===== src/rtl/vpf_consts.svh =====
// Overview of operation
// Pass-any-long-type enable forwards every long data type packet to the video port.
// Type-match enable forwards packets whose data type equals the programmed match value.
// While type-match enable is set, writes to the match-value register are ignored.
// YUV pass enable with 100 MHz mode forwards data types 0x19, 0x1d, 0x1f.
// Matched-type forwarding works regardless of the 75 MHz or 100 MHz mode.
// A match occurs only if the match value is long: bit 5 or 4 set.
// Frame-valid inversion bit inverts frame-valid polarity on the video port.
// Line-valid inversion bit inverts line-valid polarity on the video port.
`ifndef VPF_CONSTS_SVH
`define VPF_CONSTS_SVH

// Register indices; byte address is four times the index
`define VPF_IDX_FILTER_CONFIG 8'h10
`define VPF_IDX_MATCH_TYPE    8'h11
`define VPF_IDX_STATUS        8'h20

// Config field positions
`define VPF_CFG_ANY_BIT   4
`define VPF_CFG_MATCH_BIT 3
`define VPF_CFG_YUV_BIT   2
`define VPF_CFG_FV_BIT    1
`define VPF_CFG_LV_BIT    0

// Reset values
`define VPF_CFG_RESET   8'h00
`define VPF_MATCH_RESET 8'h00

// Data type codes
`define VPF_DT_YUV10_A 6'h19
`define VPF_DT_YUV10_B 6'h1d
`define VPF_DT_YUV10_C 6'h1f

`endif


===== src/rtl/vpf_pkg.sv =====
package vpf_pkg;
  typedef logic [5:0] vpf_dt_t;
  typedef enum logic [1:0] {
    PS_IDLE,
    PS_PASS,
    PS_DROP
  } vpf_pkt_state_t;
endpackage : vpf_pkg


===== src/rtl/vpf_top.sv =====
`timescale 1ns/1ps
`default_nettype none
`include "vpf_consts.svh"
module vpf_top
  import vpf_pkg::*;
#(
  parameter int ADDR_W = 12,
  parameter int DATA_W = 32
) (
  // Clock and reset
  input  wire logic              clk_in,
  input  wire logic              rst_in,
  // AHB-Lite slave
  input  wire logic              hsel_in,
  input  wire logic [ADDR_W-1:0] haddr_in,
  input  wire logic [1:0]        htrans_in,
  input  wire logic              hwrite_in,
  input  wire logic [2:0]        hsize_in,
  input  wire logic [31:0]       hwdata_in,
  input  wire logic              hready_in,
  output logic      [31:0]       hrdata_out,
  output logic                   hreadyout_out,
  output logic                   hresp_out,
  // Video mode selection
  input  wire logic              video_mode_100mhz_in,
  input  wire logic              video_mode_75mhz_in,
  // Packet stream from the receiver
  input  wire logic              pkt_valid_in,
  input  wire logic              pkt_sop_in,
  input  wire logic              pkt_eop_in,
  input  wire vpf_dt_t           pkt_dt_in,
  input  wire logic [DATA_W-1:0] pkt_data_in,
  input  wire logic              frame_valid_in,
  input  wire logic              line_valid_in,
  // Parallel video port
  output logic                   pv_valid_out,
  output logic                   pv_sop_out,
  output logic                   pv_eop_out,
  output vpf_dt_t                pv_dt_out,
  output logic      [DATA_W-1:0] pv_data_out,
  output logic                   frame_valid_out,
  output logic                   line_valid_out
);

  function automatic logic [ADDR_W-1:0] byte_addr(input logic [7:0] idx);
    byte_addr = ADDR_W'({idx, 2'b00});
  endfunction : byte_addr

  //////////////////////////////////////////////////////////////////////////////
  // Bus slave: address phase captured, applied in data phase

  logic [7:0]        cfg_q,      cfg_d;
  logic [7:0]        match_q,    match_d;
  logic              wr_pend_q,  wr_pend_d;
  logic [ADDR_W-1:0] wr_addr_q,  wr_addr_d;
  logic [31:0]       rdata_q,    rdata_d;
  logic [15:0]       fwd_cnt_q,  fwd_cnt_d;
  vpf_pkt_state_t    pkt_st_q,   pkt_st_d;
  logic              addr_phase;

  always_comb begin
    addr_phase = hsel_in && hready_in && htrans_in[1];
    cfg_d      = cfg_q;
    match_d    = match_q;
    wr_pend_d  = addr_phase && hwrite_in;
    wr_addr_d  = addr_phase ? haddr_in : wr_addr_q;
    rdata_d    = 32'h0000_0000;
    if (wr_pend_q) begin
      if (wr_addr_q == byte_addr(`VPF_IDX_FILTER_CONFIG)) begin
        cfg_d = hwdata_in[7:0];
      end
      // Blocked so the filter never sees a half-changed match value
      if (wr_addr_q == byte_addr(`VPF_IDX_MATCH_TYPE) && !cfg_q[`VPF_CFG_MATCH_BIT]) begin
        match_d = {2'b00, hwdata_in[5:0]};
      end
    end
    // Read data fetched at the address phase so hrdata comes from a flop
    if (addr_phase && !hwrite_in) begin
      if (haddr_in == byte_addr(`VPF_IDX_FILTER_CONFIG)) begin
        rdata_d = {24'h00_0000, cfg_q};
      end else if (haddr_in == byte_addr(`VPF_IDX_MATCH_TYPE)) begin
        rdata_d = {24'h00_0000, match_q};
      end else if (haddr_in == byte_addr(`VPF_IDX_STATUS)) begin
        rdata_d = {12'h000, video_mode_75mhz_in, video_mode_100mhz_in,
                   (pkt_st_q == PS_DROP), (pkt_st_q == PS_PASS), fwd_cnt_q};
      end
    end
  end

  always_ff @(posedge clk_in) begin
    if (rst_in) begin
      cfg_q     <= `VPF_CFG_RESET;
      match_q   <= `VPF_MATCH_RESET;
      wr_pend_q <= 1'b0;
      wr_addr_q <= '0;
      rdata_q   <= 32'h0000_0000;
    end else begin
      cfg_q     <= cfg_d;
      match_q   <= match_d;
      wr_pend_q <= wr_pend_d;
      wr_addr_q <= wr_addr_d;
      rdata_q   <= rdata_d;
    end
  end

  assign hrdata_out    = rdata_q;
  assign hreadyout_out = 1'b1;
  assign hresp_out     = 1'b0;

  //////////////////////////////////////////////////////////////////////////////
  // Packet filter: decision taken at start of packet, held to its end

  logic        pass_now;
  logic        fwd;
  logic        pv_valid_q, pv_valid_d;
  logic        pv_sop_q,   pv_sop_d;
  logic        pv_eop_q,   pv_eop_d;
  vpf_dt_t     pv_dt_q,    pv_dt_d;
  logic [DATA_W-1:0] pv_data_q, pv_data_d;
  logic        fv_q,       fv_d;
  logic        lv_q,       lv_d;

  vpf_type_filter u_filter (
    .dt_in                    (pkt_dt_in),
    .match_value_in           (match_q[5:0]),
    .pass_any_long_type_en_in (cfg_q[`VPF_CFG_ANY_BIT]),
    .type_match_en_in         (cfg_q[`VPF_CFG_MATCH_BIT]),
    .yuv10_pass_en_in         (cfg_q[`VPF_CFG_YUV_BIT]),
    .video_mode_100mhz_in     (video_mode_100mhz_in),
    .pass_out                 (pass_now)
  );

  always_comb begin
    pkt_st_d  = pkt_st_q;
    fwd       = 1'b0;
    fwd_cnt_d = fwd_cnt_q;
    if (pkt_valid_in) begin
      if (pkt_sop_in) begin
        fwd = pass_now;
        if (pass_now) begin
          fwd_cnt_d = fwd_cnt_q + 16'h0001;
        end
        if (pkt_eop_in) begin
          pkt_st_d = PS_IDLE;
        end else begin
          pkt_st_d = pass_now ? PS_PASS : PS_DROP;
        end
      end else begin
        case (pkt_st_q)
          PS_PASS: fwd = 1'b1;
          PS_DROP: fwd = 1'b0;
          default: fwd = 1'b0;
        endcase
        if (pkt_eop_in) begin
          pkt_st_d = PS_IDLE;
        end
      end
    end
    pv_valid_d = fwd;
    pv_sop_d   = fwd && pkt_sop_in;
    pv_eop_d   = fwd && pkt_eop_in;
    pv_dt_d    = fwd ? pkt_dt_in : pv_dt_q;
    pv_data_d  = fwd ? pkt_data_in : pv_data_q;
    fv_d       = frame_valid_in ^ cfg_q[`VPF_CFG_FV_BIT];
    lv_d       = line_valid_in ^ cfg_q[`VPF_CFG_LV_BIT];
  end

  always_ff @(posedge clk_in) begin
    if (rst_in) begin
      pkt_st_q   <= PS_IDLE;
      fwd_cnt_q  <= 16'h0000;
      pv_valid_q <= 1'b0;
      pv_sop_q   <= 1'b0;
      pv_eop_q   <= 1'b0;
      pv_dt_q    <= 6'h00;
      pv_data_q  <= '0;
      fv_q       <= 1'b0;
      lv_q       <= 1'b0;
    end else begin
      pkt_st_q   <= pkt_st_d;
      fwd_cnt_q  <= fwd_cnt_d;
      pv_valid_q <= pv_valid_d;
      pv_sop_q   <= pv_sop_d;
      pv_eop_q   <= pv_eop_d;
      pv_dt_q    <= pv_dt_d;
      pv_data_q  <= pv_data_d;
      fv_q       <= fv_d;
      lv_q       <= lv_d;
    end
  end

  assign pv_valid_out    = pv_valid_q;
  assign pv_sop_out      = pv_sop_q;
  assign pv_eop_out      = pv_eop_q;
  assign pv_dt_out       = pv_dt_q;
  assign pv_data_out     = pv_data_q;
  assign frame_valid_out = fv_q;
  assign line_valid_out  = lv_q;

  logic sop_v;
  logic dt_long;
  logic dt_yuv;
  assign sop_v   = pkt_valid_in && pkt_sop_in;
  assign dt_long = pkt_dt_in[5] | pkt_dt_in[4];
  assign dt_yuv  = pkt_dt_in == `VPF_DT_YUV10_A || pkt_dt_in == `VPF_DT_YUV10_B
                   || pkt_dt_in == `VPF_DT_YUV10_C;
endmodule : vpf_top
`default_nettype wire


===== src/rtl/vpf_type_filter.sv =====
`timescale 1ns/1ps
`default_nettype none
`include "vpf_consts.svh"
module vpf_type_filter
  import vpf_pkg::*;
(
  // Packet type and settings
  input  wire vpf_dt_t dt_in,
  input  wire vpf_dt_t match_value_in,
  input  wire logic    pass_any_long_type_en_in,
  input  wire logic    type_match_en_in,
  input  wire logic    yuv10_pass_en_in,
  input  wire logic    video_mode_100mhz_in,
  // Decision
  output logic         pass_out
);

  function automatic logic is_long(input vpf_dt_t dt);
    is_long = dt[5] | dt[4];
  endfunction : is_long

  logic any_hit;
  logic match_hit;
  logic yuv_hit;

  always_comb begin
    any_hit   = pass_any_long_type_en_in && is_long(dt_in);
    // Mode inputs are not consulted here on purpose
    match_hit = type_match_en_in && is_long(match_value_in)
                && (dt_in == match_value_in);
    yuv_hit   = yuv10_pass_en_in && video_mode_100mhz_in
                && (dt_in == `VPF_DT_YUV10_A || dt_in == `VPF_DT_YUV10_B
                    || dt_in == `VPF_DT_YUV10_C);
    pass_out  = any_hit || match_hit || yuv_hit;
  end

endmodule : vpf_type_filter
`default_nettype wire


===== config.mk =====
export PLATFORM = sky130hd
export DESIGN_NAME = vpf_top
export DESIGN_NICKNAME = d
export VERILOG_FILES = /design/src/rtl/vpf_pkg.sv /design/src/rtl/vpf_top.sv /design/src/rtl/vpf_type_filter.sv
export VERILOG_INCLUDE_DIRS = /design/src /design/src/rtl
export SDC_FILE = /design/constraint.sdc
export NUM_CORES = 1
export LEC_CHECK = 0
export BUFFER_PORTS_ARGS = -buffer_cell sky130_fd_sc_hd__buf_4
export CAP_MARGIN = 10
export CORE_MARGIN = 5
export CORE_UTILIZATION = 25
export CTS_CLUSTER_SIZE = 16
export DETAILED_ROUTE_END_ITERATION = 6
export PLACE_DENSITY_LB_ADDON = 0.3
export SLEW_MARGIN = 20
export SYNTH_ARGS = -nofsm -noshare
export SYNTH_HDL_FRONTEND = slang
export SYNTH_SLANG_ARGS = --single-unit

===== constraint.sdc =====
create_clock -name clk_in -period 1.9 [get_ports clk_in]
set_input_delay 0 -clock clk_in [delete_from_list [all_inputs] [get_ports clk_in]]
set_output_delay 0 -clock clk_in [all_outputs]
set_load 0.1 [all_outputs]

==> run metrics <==
unrepaired setup endpoints after global routing=true; via/cell ratio=4.44; Sink Count=108; Pre-antenna DRT Iters=4; Reg2Reg Depth=8; Critical Path End Type=flop; Setup crit start kind=input pin; CTS tree=done; drt wl/cell=14.5 um; sequential area share after synthesis=0.469; status=finished, final reports clean; Final Hold Violating Endpoints=0; r2r setup slk=40 ps; Die H=146 um; worst slew pin tran=754 ps; Yosys top cell by area=dfxtp_1; Final ANT Viol Nets=0; chip width=146 um; P&R area growth vs syn=49.4%; pwr/cell area=734 nW/um^2; clock tree buffer depth=2; peak supply drop=0.419 mV; total grt overflow=0; fin nets=777; via count=4051; Post-synth ARST share=0; Yosys Warn Count=0; f_max=533 MHz; worst hold slack=41.6 ps; worst setup path end=pv_data_out[15]; P_leak=2.75 nW; final setup violation count=0; post-synthesis cell type count=42; top_reg_cell synth=dfxtp_1; worst-path maximum fanout=36; top area cells in the synthesized netlist=dfxtp_1, mux2i_1, nand2b_1, a21oi_1, nand2_1; max-slew violations=0; Root Buffer=clkbuf_16; CORE AREA=18000 sq um; RR Startpoint=match_q[1]; crit path DAT=2150 ps; hold path depth=4; crit path kind=input pin to flop; cts bufs inserted=9; crit path launch=pkt_dt_in[1]; highest-count cells in the layout ignoring fill and taps=buf_4, dfxtp_1, nand2b_1; top cell type's share of synthesized area=0.469; total of max-cap violations=0; Cells after Synth=485; Worst R2R End=pv_data_out[15]; layout filler cell count=1818; Initial Utilization=0.256; CTS H-tree depth=3; CP required=2180 ps; Seq cells post-synth=108; Clk Latency, worst-skew pair=350 ps; initial antenna violation count=1; EDFF count, synth=0; Cell Rows=49; DP Cell Count=825; die outline area=21200 sq um; vias in the first global route=4152; initial DRC count=210; Port Buf Inserts=133; Mean Syn Cell Area=9.50 sq um; Post-Layout Cell Count=912; most common cell after layout, fill and taps aside=buf_4; layout cell share with drive strength beyond 1=0.261; HP Class=input pin to flop; Ports=176; clock-pin slew on the worst setup and hold paths=80 ps; Routability Congestion=0.763; largest net degree at the start of global routing=127; max_slew headroom=0.497; hpwl dp=8680 um; gr usage total=0.115; Final min period=1870 ps; first-pass GRT wire length=20300 um; Fin Clk Skew=6.93 ps; WL final=13200 um; detailed-route DRC error count=0; cell area after synthesis=4610 sq um; Final Cycle Share=0.987
## flip-flops by register name (all words and copies together), names as in the netlist, 2 cells and up
name / flops
pv_data_out: 32
hrdata_out: 20
fwd_cnt_q: 16
wr_addr_q: 12
cfg_q: 8
match_q: 6
pv_dt_out: 6
pkt_st_q: 2
## layer usage
metal	vias to the layer above	share of wire	GRT usage
met5	-	0	0
met1	1903	0.41	0.131
met3	14	0.074	0.0442
met4	0	0.015	0.0382
met2	126	0.50	0.198
li1	2008	-	-
## worst max-delay path, cell delays in order
cell	delay, ps
dlygate4sd3_1	540
buf_4	150
xor2_1	190
nor3_4	230
a31oi_4	120
buf_12	180
a21oi_4	200
buf_12	160
buf_12	160
mux2i_1	210
## power breakdown
part	switching (W)	leakage, nW	total (W)	internal, W
Combinational	0.000533	1.73	0.000849	0.000316
Sequential	0.0000217	0.876	0.00232	0.00230
Clock	0.000953	0.145	0.00188	0.000927
## worst min path at each step
stage / startpoint / slack (ps) / end
after floorplan: video_mode_100mhz_in / 120 / hrdata_out[18]
after global placement: video_mode_75mhz_in / 200 / hrdata_out[19]
after detailed placement: video_mode_75mhz_in / 210 / hrdata_out[19]
after CTS: pkt_valid_in / 20 / pkt_st_q[0]
after global routing: pkt_valid_in / 60 / fwd_cnt_q[1]
final: pkt_valid_in / 40 / pkt_st_q[0]
## per-stage QoR
stage / util / TNS, ps / setup slack [ps] / total power [W] / area (sq um)
floorplan: - / 0 / 260 / 0.00290 / 4650
global placement: 0.321 / 0 / 13.0 / 0.00308 / 5790
detailed placement: 0.321 / 0 / 2.11 / 0.00309 / 5790
CTS: 0.373 / 0 / 2.45 / 0.00512 / 6720
global route: 0.382 / -282 / -33.3 / 0.00529 / 6880
finish: 0.382 / 0 / 25.3 / 0.00505 / 6880
## synthesized netlist by cell type, drive strengths merged, types with 3 or more instances
cell type and n:
clkbuf 15, mux2i 52, dfxtp 108, and2 18
or3 5, nor2 26, o21ai 9, or2 3
nor2b 9, and3 4, nand3 9, nand2b 78
nand2 36, a221o 6, a21oi 29, or4 10
xnor2 3, buf 26, o31ai 11, nor4 4
a22oi 3, xor2 3
## layout make-up
| type | count | area, sq um | share of cell area |
|---|---|---|---|
| clock inverter | 7 | 67.6 | 0.00982 |
| antenna | 1 | 2.50 | 0.000364 |
| timing repair buffer | 210 | 1840 | 0.267 |
| inverter | 2 | 7.51 | 0.00109 |
| clock buffer | 9 | 225 | 0.0327 |
| sequential | 108 | 2170 | 0.315 |
| multi-input combinational | 346 | 2290 | 0.333 |
| tap | 229 | 287 | 0.0416 |
## logic make-up (layout without fill, tap and decap cells)
| family | count (synthesis) | after routing | share of synthesized area |
|---|---|---|---|
| buffers and inverters | 43 | 228 | 0.0527 |
| flip-flops | 108 | 108 | 0.469 |
| XOR/XNOR | 6 | 6 | 0.0114 |
| other | 2 | 15 | 0.00163 |
| adder cells (fa/ha/maj) | 1 | 1 | 0.00272 |
| multiplexers | 52 | 52 | 0.113 |
| AND/OR/NAND/NOR | 212 | 212 | 0.261 |
| AO/OA/AOI/OAI | 61 | 61 | 0.0880 |
## repair_timing
action | in CTS | in global routing
hold buffers | 64 | 0
gates resized for setup | 0 | 13
setup endpoints to repair | 0 | 49
endpoints found under the hold margin | 72 | 0
buffers inserted | 0 | 1
(Power assumes the default switching activity.)
